File: src/vic_pkg.sv
// Purpose: shared constants and types of the vectored interrupt controller
// Assumes: 32-bit APB register bus, one clock
// Notes:   vector count and source counts are fixed
package vic_pkg;
    localparam int NUM_VEC   = 8;
    localparam int VEC_W     = 3;
    localparam int DMA_LINES = 8;   // two lines per channel, four channels
    localparam int DSEL_W    = 3;
    localparam int PRIO_W    = 3;
    localparam int ADDR_W    = 16;

    // ------------------------------------------------------------------
    // register offsets (byte addresses)
    // ------------------------------------------------------------------
    localparam logic [7:0] OFS_ENABLE  = 8'h00;
    localparam logic [7:0] OFS_SETPEND = 8'h04;
    localparam logic [7:0] OFS_CLRPEND = 8'h08;
    localparam logic [7:0] OFS_SRCSEL  = 8'h0C;
    localparam logic [7:0] OFS_DMASEL  = 8'h10;
    localparam logic [7:0] OFS_PRIO    = 8'h14;
    localparam logic [7:0] OFS_VECBASE = 8'h18;
    localparam logic [7:0] OFS_STATE   = 8'h1C;
    localparam logic [7:0] OFS_EVSTAT  = 8'h20;
    localparam logic [7:0] OFS_EVMASK  = 8'h24;

    // ------------------------------------------------------------------
    // field positions and reset values
    // ------------------------------------------------------------------
    localparam int STATE_POSTED_FLAG_LSB = 8;
    localparam int STATE_VEC_LSB  = 16;
    localparam int STATE_ACT_BIT  = 19;
    localparam logic [NUM_VEC-1:0] RST_ENABLE = 8'h00;
    localparam logic [ADDR_W-1:0]  RST_VECBASE = 16'h0000;
    localparam logic [NUM_VEC-1:0] RST_EVMASK = 8'h00;

    // ------------------------------------------------------------------
    // timing counts, in pclk cycles
    // ------------------------------------------------------------------
    localparam logic [1:0] EVAL_CLKS = 2'h3;

    typedef enum logic [1:0] {
        SRC_FIXED = 2'b00,
        SRC_DMA   = 2'b01,
        SRC_ARRAY = 2'b10
    } src_e;

    typedef enum logic [2:0] {
        ST_IDLE = 3'b000,
        ST_EVAL = 3'b001,
        ST_REQ  = 3'b010,
        ST_POSTED_FLAG = 3'b011,
        ST_RUN  = 3'b100
    } vic_state_e;

    typedef struct packed {
        logic              irq;
        logic [VEC_W-1:0]  num;
        logic [ADDR_W-1:0] addr;
    } core_req_s;
endpackage

File: src/vic_top.sv
// Purpose: vectored interrupt controller feeding a processor core
// Assumes: sources may be asynchronous; core gives acknowledge and return
// Notes:   lower priority value is more urgent; one handler at a time
module vic_top
    import vic_pkg::*;
(
    input  wire logic                 pclk,
    input  wire logic                 presetn,
    input  wire logic                 psel,
    input  wire logic                 penable,
    input  wire logic                 pwrite,
    input  wire logic [7:0]           paddr,
    input  wire logic [31:0]          pwdata,
    output logic      [31:0]          prdata_ff,
    output logic                      pready_ff,
    output logic                      pslverr_ff,
    input  wire logic [NUM_VEC-1:0]   fixed_src,
    input  wire logic [DMA_LINES-1:0] dma_src,
    input  wire logic [NUM_VEC-1:0]   array_src,
    input  wire logic                 core_acknowledge,
    input  wire logic                 return_from_handler,
    output core_req_s                 core_req_ff,
    output logic                      handler_complete_ff,
    output logic                      irq_out_ff
);
    // ------------------------------------------------------------------
    // functions
    // ------------------------------------------------------------------
    // returns {found, vector}; scanning downward with <= lets the lower
    // vector number take an equal priority
    function automatic logic [VEC_W:0] pick(
        input logic [NUM_VEC-1:0]        req,
        input logic [NUM_VEC*PRIO_W-1:0] pr);
        logic [VEC_W:0]  res;
        logic [PRIO_W-1:0] best;
        res  = '0;
        best = '1;
        for (int i = NUM_VEC - 1; i >= 0; i--) begin
            if (req[i] && (!res[VEC_W] || pr[i*PRIO_W +: PRIO_W] <= best))
            begin
                res  = {1'b1, VEC_W'(i)};
                best = pr[i*PRIO_W +: PRIO_W];
            end
        end
        return res;
    endfunction

    function automatic logic [ADDR_W-1:0] handler_addr(
        input logic [ADDR_W-1:0] base, input logic [VEC_W-1:0] v);
        return base + ADDR_W'({v, 2'b00});
    endfunction

    // ------------------------------------------------------------------
    // registers
    // ------------------------------------------------------------------
    logic [NUM_VEC-1:0]        enable_ff;
    logic [2*NUM_VEC-1:0]      srcsel_ff;
    logic [DSEL_W*NUM_VEC-1:0] dmasel_ff;
    logic [PRIO_W*NUM_VEC-1:0] prio_ff;
    logic [ADDR_W-1:0]         vecbase_ff;
    logic [NUM_VEC-1:0]        evstat_ff;
    logic [NUM_VEC-1:0]        evmask_ff;
    logic [NUM_VEC-1:0]        pending_flag_ff;
    logic [NUM_VEC-1:0]        posted_flag_ff;
    logic [NUM_VEC-1:0]        sync1_ff, sync2_ff, prev_ff;
    logic [NUM_VEC-1:0]        line;
    vic_state_e                state_ff;
    logic [1:0]                cnt_ff;
    logic [VEC_W-1:0]          win_ff;
    logic                      active_ff;
    logic [VEC_W-1:0]          active_vec_ff;
    logic                      prev_active_ff;
    logic [VEC_W-1:0]          prev_vec_ff;
    logic                      clr_posted_flag_ff;

    wire logic apb_setup = psel && penable && !pready_ff;
    wire logic apb_done  = psel && penable && pready_ff;
    wire logic wr_done   = apb_done && pwrite;
    wire logic rd_done   = apb_done && !pwrite;
    wire logic [NUM_VEC-1:0] sw_set =
        (wr_done && paddr == OFS_SETPEND) ? pwdata[NUM_VEC-1:0] : '0;
    wire logic [NUM_VEC-1:0] sw_clr =
        (wr_done && paddr == OFS_CLRPEND) ? pwdata[NUM_VEC-1:0] : '0;
    wire logic [NUM_VEC-1:0] cand = posted_flag_ff & enable_ff;
    wire logic [VEC_W:0]     sel  = pick(cand, prio_ff);

    // ------------------------------------------------------------------
    // source selection
    // ------------------------------------------------------------------
    always_comb begin
        for (int v = 0; v < NUM_VEC; v++) begin
            case (src_e'(srcsel_ff[2*v +: 2]))
                SRC_FIXED: line[v] = fixed_src[v];
                SRC_DMA:   line[v] =
                    dma_src[dmasel_ff[DSEL_W*v +: DSEL_W]];
                SRC_ARRAY: line[v] = array_src[v];
                default:   line[v] = 1'b0;
            endcase
        end
    end

    // inputs may be asynchronous: two flops, then edge detect on the second
    always_ff @(posedge pclk or negedge presetn) begin
        if (!presetn) begin
            sync1_ff <= '0;
            sync2_ff <= '0;
            prev_ff  <= '0;
        end else begin
            sync1_ff <= line;
            sync2_ff <= sync1_ff;
            prev_ff  <= sync2_ff;
        end
    end

    // ------------------------------------------------------------------
    // pending and posted flags
    // ------------------------------------------------------------------
    wire logic [NUM_VEC-1:0] trig = sync2_ff & ~prev_ff;
    wire logic [NUM_VEC-1:0] ack_clr =
        (state_ff == ST_REQ && core_acknowledge) ?
        NUM_VEC'(1) << win_ff : '0;

    // a new trigger or software set wins over any clear in the same cycle
    always_ff @(posedge pclk or negedge presetn) begin
        if (!presetn)
            pending_flag_ff <= '0;
        else
            pending_flag_ff <= (pending_flag_ff & ~sw_clr & ~ack_clr)
                               | trig
                               | sw_set;
    end

    always_ff @(posedge pclk or negedge presetn) begin
        if (!presetn)
            clr_posted_flag_ff <= 1'b0;
        else
            clr_posted_flag_ff <= (ack_clr != '0);
    end

    wire logic [NUM_VEC-1:0] posted_flag_clr =
        sw_clr | (clr_posted_flag_ff ? NUM_VEC'(1) << active_vec_ff : '0);

    always_ff @(posedge pclk or negedge presetn) begin
        if (!presetn)
            posted_flag_ff <= '0;
        else
            posted_flag_ff <= (posted_flag_ff & ~posted_flag_clr)
                              | (pending_flag_ff & ~sw_clr &
                                 ~(clr_posted_flag_ff ? '0 : ack_clr));
    end

    // ------------------------------------------------------------------
    // request sequence
    // ------------------------------------------------------------------
    always_ff @(posedge pclk or negedge presetn) begin
        if (!presetn) begin
            state_ff <= ST_IDLE;
            cnt_ff   <= '0;
            win_ff   <= '0;
        end else begin
            case (state_ff)
                ST_IDLE: if (sel[VEC_W] && !active_ff) begin
                    state_ff <= ST_EVAL;
                    cnt_ff   <= EVAL_CLKS - 2'h1;
                end
                ST_EVAL: begin
                    cnt_ff <= cnt_ff - 2'h1;
                    win_ff <= sel[VEC_W-1:0];
                    if (!sel[VEC_W])
                        state_ff <= ST_IDLE;
                    else if (cnt_ff == 2'h1)
                        state_ff <= ST_REQ;
                end
                ST_REQ: if (core_acknowledge)
                    state_ff <= ST_POSTED_FLAG;
                else if (!cand[win_ff])
                    state_ff <= ST_IDLE;
                ST_POSTED_FLAG: state_ff <= ST_RUN;
                ST_RUN: if (return_from_handler && !core_acknowledge)
                    state_ff <= ST_IDLE;
                default: state_ff <= ST_IDLE;
            endcase
        end
    end

    // request held until the core acknowledges at an instruction boundary, or dropped once the winner is no longer in cand
    always_ff @(posedge pclk or negedge presetn) begin
        if (!presetn) begin
            core_req_ff <= '0;
        end else begin
            core_req_ff.irq  <= state_ff == ST_REQ ? !core_acknowledge
                                && cand[win_ff]
                                : state_ff == ST_EVAL && cnt_ff == 2'h1
                                && sel[VEC_W];
            core_req_ff.num  <= state_ff == ST_EVAL ?
                                sel[VEC_W-1:0] : core_req_ff.num;
            core_req_ff.addr <= state_ff == ST_EVAL ?
                                handler_addr(vecbase_ff,
                                sel[VEC_W-1:0]) : core_req_ff.addr;
        end
    end

    // ------------------------------------------------------------------
    // active status and completion
    // ------------------------------------------------------------------
    wire logic finish = state_ff == ST_RUN && return_from_handler
                        && !core_acknowledge;

    always_ff @(posedge pclk or negedge presetn) begin
        if (!presetn) begin
            active_ff      <= 1'b0;
            active_vec_ff  <= '0;
            prev_active_ff <= 1'b0;
            prev_vec_ff    <= '0;
        end else if (state_ff == ST_REQ && core_acknowledge) begin
            prev_active_ff <= active_ff;
            prev_vec_ff    <= active_vec_ff;
            active_ff      <= 1'b1;
            active_vec_ff  <= win_ff;
        end else if (finish) begin
            active_ff     <= prev_active_ff;
            active_vec_ff <= prev_vec_ff;
        end
    end

    always_ff @(posedge pclk or negedge presetn) begin
        if (!presetn)
            handler_complete_ff <= 1'b0;
        else
            handler_complete_ff <= finish;
    end

    // completion events are sticky; a read clears, a new event wins
    wire logic [NUM_VEC-1:0] ev_set = finish ? NUM_VEC'(1) << active_vec_ff
                                             : '0;
    always_ff @(posedge pclk or negedge presetn) begin
        if (!presetn)
            evstat_ff <= '0;
        else
            evstat_ff <= ((rd_done && paddr == OFS_EVSTAT) ? '0 : evstat_ff)
                         | ev_set;
    end

    always_ff @(posedge pclk or negedge presetn) begin
        if (!presetn)
            irq_out_ff <= 1'b0;
        else
            irq_out_ff <= |(evstat_ff & evmask_ff);
    end

    // ------------------------------------------------------------------
    // APB slave: one wait state, then pready
    // ------------------------------------------------------------------
    always_ff @(posedge pclk or negedge presetn) begin
        if (!presetn)
            pready_ff <= 1'b0;
        else
            pready_ff <= apb_setup;
    end

    always_ff @(posedge pclk or negedge presetn) begin
        if (!presetn) begin
            enable_ff  <= RST_ENABLE;
            srcsel_ff  <= '0;
            dmasel_ff  <= '0;
            prio_ff    <= '0;
            vecbase_ff <= RST_VECBASE;
            evmask_ff  <= RST_EVMASK;
        end else if (wr_done) begin
            case (paddr)
                OFS_ENABLE:  enable_ff  <= pwdata[NUM_VEC-1:0];
                OFS_SRCSEL:  srcsel_ff  <= pwdata[2*NUM_VEC-1:0];
                OFS_DMASEL:  dmasel_ff  <= pwdata[DSEL_W*NUM_VEC-1:0];
                OFS_PRIO:    prio_ff    <= pwdata[PRIO_W*NUM_VEC-1:0];
                OFS_VECBASE: vecbase_ff <= pwdata[ADDR_W-1:0];
                OFS_EVMASK:  evmask_ff  <= pwdata[NUM_VEC-1:0];
                default: ;
            endcase
        end
    end

    always_ff @(posedge pclk or negedge presetn) begin
        if (!presetn) begin
            prdata_ff  <= '0;
            pslverr_ff <= 1'b0;
        end else if (apb_setup) begin
            pslverr_ff <= 1'b0;
            prdata_ff  <= '0;
            case (paddr)
                OFS_ENABLE:  prdata_ff <= 32'(enable_ff);
                OFS_SETPEND,
                OFS_CLRPEND: prdata_ff <= 32'(pending_flag_ff);
                OFS_SRCSEL:  prdata_ff <= 32'(srcsel_ff);
                OFS_DMASEL:  prdata_ff <= 32'(dmasel_ff);
                OFS_PRIO:    prdata_ff <= 32'(prio_ff);
                OFS_VECBASE: prdata_ff <= 32'(vecbase_ff);
                OFS_STATE:   prdata_ff <= 32'({active_ff, active_vec_ff,
                                           posted_flag_ff, pending_flag_ff});
                OFS_EVSTAT:  prdata_ff <= 32'(evstat_ff);
                OFS_EVMASK:  prdata_ff <= 32'(evmask_ff);
                default:     pslverr_ff <= 1'b1;
            endcase
        end
    end
endmodule // vic_top

File: config.mk
export PLATFORM = sky130hd
export DESIGN_NAME = vic_top
export DESIGN_NICKNAME = d
export VERILOG_FILES = /design/src/vic_pkg.sv /design/src/vic_top.sv
export SDC_FILE = /design/constraint.sdc
export NUM_CORES = 1
export LEC_CHECK = 0
export BUFFER_PORTS_ARGS = -buffer_cell sky130_fd_sc_hd__buf_4
export CAP_MARGIN = 15
export CORE_MARGIN = 5
export CORE_UTILIZATION = 62
export CTS_CLUSTER_SIZE = 16
export DETAILED_ROUTE_END_ITERATION = 8
export PLACE_DENSITY_LB_ADDON = 0.15
export SYNTH_ARGS = -nofsm -noshare
export SYNTH_HDL_FRONTEND = slang
export SYNTH_SLANG_ARGS = --single-unit
File: constraint.sdc
create_clock -name pclk -period 18.85 [get_ports pclk]
set_input_delay 3.77 -clock pclk [delete_from_list [all_inputs] [get_ports pclk]]
set_output_delay 3.77 -clock pclk [all_outputs]
set_load 0.005 [all_outputs]
==> results of run 1 <==
[path summary, 6_finish.rpt]
kind	end	startpoint	depth (start not counted)
setup / recovery	core_req_ff[14]	posted_flag_ff[7]	50
hold / removal	sync2_ff[2]	sync1_ff[2]	0
hold reg to reg	sync2_ff[2]	sync1_ff[2]	0
min in group asynchronous	prdata_ff[0]	presetn	1
setup reg to reg	core_req_ff[14]	posted_flag_ff[7]	50
max in group asynchronous	srcsel_ff[0]	presetn	3
[cell type report]
class,instances,area [µm²]
Multi-Input combinational cell,722,5340
Sequential cell,206,5150
Fill cell,1272,4620
Timing Repair Buffer,118,912
Clock buffer,33,684
Tap cell,225,282
Clock inverter,11,125
Inverter,30,113
[metrics by stage]
| stage | worst slack [ns] | hold slack, ns | util | cell area (µm²) | std cells |
|---|---|---|---|---|---|
| detailed placement | 6.74 | 0.337 | 0.683 | 11800 | 1300 |
| finish | 6.47 | 0.345 | 0.732 | 12600 | 1345 |
| floorplan | 8.94 | 0.331 | - | 10900 | 1015 |
| global route | 5.51 | 0.345 | 0.732 | 12600 | 1345 |
| global placement | 7.01 | 0.331 | 0.683 | 11800 | 1300 |
| CTS | 6.70 | 0.348 | 0.730 | 12600 | 1344 |
[layer usage]
layer  vias up  GRT usage
li1       3881          -
met1      4339      0.427
met2       468      0.520
met3       111     0.0585
met4         0      0.134
met5         -          0
[kinds of logic after synthesis]
logic type | Yosys count | synth area share
multiplexers | 132 | 0.156
adder cells (fa/ha/maj) | 26 | 0.0306
buffers and inverters | 87 | 0.0377
AND/OR/NAND/NOR | 275 | 0.128
flip-flops | 206 | 0.474
XOR/XNOR | 13 | 0.0105
AO/OA/AOI/OAI | 268 | 0.162
other | 1 | 0.000345
[worst reg2reg max path, delay by kind of cell, from the launching register on]
kind | cells | cell delay, ns
DFF | 1 | 0.46
AOI/OAI and AO/OA | 22 | 6.42
adders and majority gates | 9 | 2.54
xor gates and xnor gates | 1 | 0.16
buffers and inverters | 1 | 0.07
and+or+nand+nor | 17 | 2.62
[state kept, by name (all words and copies together) (netlist names), 16 cells and up]
register and cells:
prdata_ff 24, dmasel_ff 24, vecbase_ff 16, core_req_ff 20
prio_ff 24, srcsel_ff 16
[cells in the mapped netlist, types with 5 or more instances]
cell      number  area share
a211oi_1       6      0.0041
a21o_1        12      0.0083
a21oi_1       39       0.018
a221o_1       13       0.012
a222oi_1       6      0.0055
a22o_1         6      0.0048
a22oi_1       28       0.019
a31oi_1       15      0.0086
and2_1         6      0.0035
and3_1         5      0.0029
buf_2         12      0.0055
buf_4         12      0.0083
clkbuf_1      28      0.0097
dfrtp_1      206        0.47
ha_1          25       0.029
inv_1         29       0.010
mux2_1        47       0.049
mux2_2        33       0.034
mux2_4        10       0.014
mux2i_1       24       0.022
mux4_2        18       0.037
nand2_1      130       0.045
nand2b_1      12      0.0069
nand3_1       17      0.0078
nand3b_1      11      0.0076
nand4_1        5      0.0029
nor2_1        39       0.013
nor2b_1        9      0.0052
nor3_1         8      0.0037
o21ai_0       82       0.038
o21ai_1       22       0.010
o21bai_1       5      0.0035
o31ai_1        5      0.0035
xnor2_1        5      0.0040
xor2_1         8      0.0064
[report_power, final]
group	total [W]	internal (W)	switching (W)
clock network	0.000469	0.000282	0.000187
registers	0.000454	0.000449	0.00000503
logic	0.0000562	0.0000218	0.0000344
total	0.000980	0.000754	0.000226
==> summary.md, run 1 <==
| Metric | Value |
|---|---|
| Status | finished clean |
| GR Util All Layers | 0.320 |
| Port bufs | between 100 and 150 |
| Die H | 142 µm |
| H-Tree Level Count | 1 |
| FFs w/ async S/R, synth | 1.00 |
| WS Path Type | flop to flop |
| Final setup fails | 0 |
| DRC viols | 0 |
| Slew Limit Fails | 0 |
| Largest net degree at the start of global routing | between 90 and 100 |
| TritonCTS sink count | just over 200 |
| Final net count | ~1200 |
| Hold Crit Class | flop to flop |
| Commonest non-fill, non-tap cell in the layout | dfrtp_1 |
| Max-slew headroom | 0.221 |
| Cell mode on critical path | ha_1 |
| CTS tree | built |
| Peak VDD IR | between 0.00007 and 0.00008 V |
| Vias in the first global route | ~8800 |
| Cell Area, Synth | 10900 µm² |
| Crit path capture type | flop |
| Vias | roughly 8800 |
| Maxcap violations | 0 |
| Clock tree buffer depth | 3 |
| Initial Util | 0.630 |
| First-pass GRT wire length | 49900 µm |
| Yosys cell types | 75 |
| RSZ-0062 raised after global routing | no |
| Crit path largest cell delay | 0.84 ns |
| Power Dens Cells | 77.7 nW/µm² |
| YS warnings | 0 |
| Die Wd | between 100 and 150 µm |
| Share of layout cells above drive strength 1 | 0.219 |
| Critical-path top delay cell | o31ai_1 |
| TNS Setup | 0 ns |
| GR Overflow Total | 0 |
| Met2 WL post-DR | roughly 15000 µm |
| Final Hold Fails | 0 |
| Worst-path maximum fanout | 11 |
| Gpl congestion | about 0.94 |
| Post-DP HPWL | approximately 23000 µm |
| WL final | approximately 32000 µm |
| Register bit total from synthesis | slightly above 200 |
| Arrival time at the worst endpoint | ~13 ns |
| Top sig layer | met4 |
| # diodes | 0 |
| Post-synthesis sequential area ratio | 0.474 |
| Detailed-routing wirelength on met1 | approximately 13000 µm |
| Synthesized instance count | roughly 1000 |
| Initial antenna violation count | 1 |
| Layout area overhead | 16.1% |
| CP Launch Type | flop |
| Critical path's top delay family | compound AO/OA/AOI/OAI gates |
| Clk slew on worst S/H paths | approximately 0.060 ns |
| Clock latency on the worst-skew pair | approximately 0.53 ns |
| Req. time, crit path | roughly 19 ns |
| Total chip power | about 0.00098 W |
| Vias/cell | 6.54 |
| FP Rows | 48 |
| Initial drt markers | between 900 and 1000 |
| Met3 WL | approximately 2700 µm |
| Max Fclk | 80.8 MHz |
| Cts bufs inserted | 24 |
| Worst Tran Pin Value | approximately 1.2 ns |
| Syn_area_per_cell | roughly 11 µm² |
| Post-synth EDFFs | 0 |
| Tcrit/Tclk final | 0.657 |
| Postcts setup bufs | 0 |
| R2R Setup Slk | about 6.5 ns |
| CP Buf/Inv Count | 1 |
| Final critical-path required period | 12.38 ns |
| Max Clock Skew | 0.0235 ns |
| Hold Buf Count CTS | 0 |
| Pleak | around 5.9 nW |
| Core area | 17200 µm² |
| Initial DRT Pass Iterations | 5 |
| Commonest cells after routing, fill and taps aside | 206 x dfrtp_1, 130 x nand2_1, 116 x buf_4 |
| Clk root buf | clkbuf_16 |
| Antenna Nets Post-Route | 0 |
| Die area | 20300 µm² |
| Routed length per instance | 23.9 µm |
| I/O pins | around 130 |
| Top_reg_cell synth | dfrtp_1 |
| Post-CTS Resized | 0 |
No activity file was read; power rests on OpenSTA's default activity.
==> inputs of run 2 (changes only) <==
--- a/config.mk
+++ b/config.mk
@@ -8,7 +8,7 @@
 export BUFFER_PORTS_ARGS = -buffer_cell sky130_fd_sc_hd__buf_4
 export CAP_MARGIN = 15
 export CORE_MARGIN = 5
-export CORE_UTILIZATION = 62
+export CORE_UTILIZATION = 59
 export CTS_CLUSTER_SIZE = 16
 export DETAILED_ROUTE_END_ITERATION = 8
 export PLACE_DENSITY_LB_ADDON = 0.15
==> constraint.sdc (replaced) <==
create_clock -name pclk -period 12.1 [get_ports pclk]
set_input_delay 2.42 -clock pclk [delete_from_list [all_inputs] [get_ports pclk]]
set_output_delay 2.42 -clock pclk [all_outputs]
set_load 0.005 [all_outputs]
==> run 2 against run 1 <==
Net effect: sequential power up 56%; global-route usage down 1.5 points; die area up 4.7%; first-iteration DRC count down 11%; worst hold slack better by 0.0011 ns; clock skew down 0.0092 ns; clock power up 50%; combinational power up 60%; sequential share of layout area down 0.093 points; maximum frequency up 10%; critical endpoint unchanged; highest routed layer unchanged.
==> summary.md, run 2 (synthesis gave the netlist of run 1 again) <==
| Metric | Value |
|---|---|
| Final net count | around 1200 |
| GR Util All Layers | 0.305 |
| Clock tree buffer depth | 3 |
| Vias/cell | 6.54 |
| Status | finished clean |
| Power Dens Cells | 119 nW/µm² |
| WHS | 0.346 ns |
| Layout area overhead | 16.4% |
| Arrival time at the worst endpoint | around 12 ns |
| Non-filler cells, final | about 1300 |
| Req. time, crit path | between 10 and 15 ns |
| Final Hold Fails | 0 |
| Post-DP HPWL | 23800 µm |
| Peak VDD IR | 0.000131 V |
| Antenna Nets Post-Route | 0 |
| CTS tree | built |
| Initial drt markers | 799 |
| Commonest cells after routing, fill and taps aside | 206 x dfrtp_1, 129 x nand2_1, 118 x buf_4 |
| Met3 Resource Use GR | 0.0716 |
| Max-slew headroom | 0.282 |
| FP Rows | between 40 and 50 |
| Pleak | roughly 5.9 nW |
| Largest net degree at the start of global routing | 77 |
| Clk slew on worst S/H paths | ~0.06 ns |
| Vias | a little under 9000 |
| Global route hottest layer | met1 |
| Util after Layout | 0.701 |
| Met1 Resource Use GR | 0.451 |
| Vias in the first global route | 8723 |
| Cell mode on critical path | ha_1 |
| RSZ-0062 raised after global routing | no |
| Max Clock Skew | 0.0143 ns |
| Final critical-path required period | 11.25 ns |
| Core area | about 18000 µm² |
| GR Overflow Total | 0 |
| Final setup fails | 0 |
| WL final | roughly 33000 µm |
| Critical-path top delay cell | dfrtp_1 |
| DRC viols | 0 |
| Share of layout cells above drive strength 1 | 0.223 |
| Slew Limit Fails | 0 |
| Worst Tran Pin Value | about 1.1 ns |
| # diodes | 0 |
| H-Tree Level Count | 1 |
| CP Launch Type | flop |
| Biggest regs | dmasel_ff (24), prdata_ff (24), prio_ff (24) |
| Die Wd | between 100 and 150 µm |
| Clk root buf | clkbuf_16 |
| TNS Setup | 0 ns |
| Clock latency on the worst-skew pair | between 0.5 and 0.6 ns |
| Initial Util | 0.603 |
| First-pass GRT wire length | slightly above 50000 µm |
| Pre-CTS WS | 0.478 ns |
| Fin worst setup slack | approximately 0.85 ns |
| Placed cell count | about 1300 |
| Hold Buf Count CTS | 0 |
| TritonCTS sink count | about 200 |
| Global Route met2 Usage | 0.451 |
| Port bufs | between 100 and 150 |
| Worst-path maximum fanout | 11 |
| Routed length per instance | roughly 24 µm |
| WS Path Type | flop to flop |
| Die area | about 21000 µm² |
| Maxcap violations | 0 |
| Cts bufs inserted | 23 |
| Crit path largest cell delay | roughly 0.49 ns |
| Max Fclk | a little under 90 MHz |
| Crit path capture type | flop |
| Hold Crit Class | flop to flop |
| Tcrit/Tclk final | 0.930 |
| Die H | 146 µm |
| I/O pins | approximately 130 |
| Initial antenna violation count | 1 |
| Gpl congestion | around 0.97 |
| Initial DRT Pass Iterations | 5 |
| Commonest non-fill, non-tap cell in the layout | dfrtp_1 |
-- run 2: layout make-up --
class / count / area, µm²
well taps: 229 / 287
repair buffers: 121 / 942
flip-flops and latches: 206 / 5150
clock inverters: 7 / 88.8
inverters: 30 / 113
multi-input cells: 723 / 5400
fillers: 1399 / 5380
clock buffers: 32 / 659
-- run 2: critical path: cells and delay by family, from the launching register on --
| family | cells | cell delay, ns |
|---|---|---|
| AOI/OAI and AO/OA | 21 | 5.06 |
| xor gates and xnor gates | 1 | 0.16 |
| buffers and inverters | 2 | 0.25 |
| DFF | 1 | 0.49 |
| adders and majority gates | 9 | 2.43 |
| and+or+nand+nor | 18 | 2.70 |
-- run 2: stage by stage --
stage / cell area (µm²) / power [W]
after CTS: 12500 / 0.00151
after floorplan: 10900 / 0.000757
after global placement: 11800 / 0.000808
final: 12600 / 0.00150
after global routing: 12600 / 0.00155
after detailed placement: 11800 / 0.000810
-- run 2: timing repair --
| action | CTS | global route |
|---|---|---|
| buffers inserted | 0 | 1 |
| resized for setup | 0 | 9 |
| endpoints found under the setup margin | 0 | 11 |
-- run 2: final timing paths --
path / start / to / slack, ns / depth (start not counted)
max: posted_flag_ff[7] / core_req_ff[14] / 0.85 / 51
min: sync1_ff[6] / sync2_ff[6] / 0.35 / 0
max reg2reg: posted_flag_ff[7] / core_req_ff[14] / 0.85 / 51
min reg2reg: sync1_ff[6] / sync2_ff[6] / 0.35 / 0
max in group asynchronous: presetn / dmasel_ff[14] / 7.97 / 3
min in group asynchronous: presetn / prev_ff[1] / 1.86 / 1
-- run 2: where the power goes --
part | internal, W | total [W] | switching, W
combinational | 0.0000345 | 0.0000901 | 0.0000556
sequential | 0.000700 | 0.000708 | 0.00000789
clock | 0.000420 | 0.000702 | 0.000282
-- run 2: routing by layer --
| metal | wire length [µm] | share of wire |
|---|---|---|
| met5 | 0 | 0 |
| met3 | 3240 | 0.10 |
| met2 | 14400 | 0.44 |
| met4 | 1040 | 0.032 |
| met1 | 13800 | 0.43 |
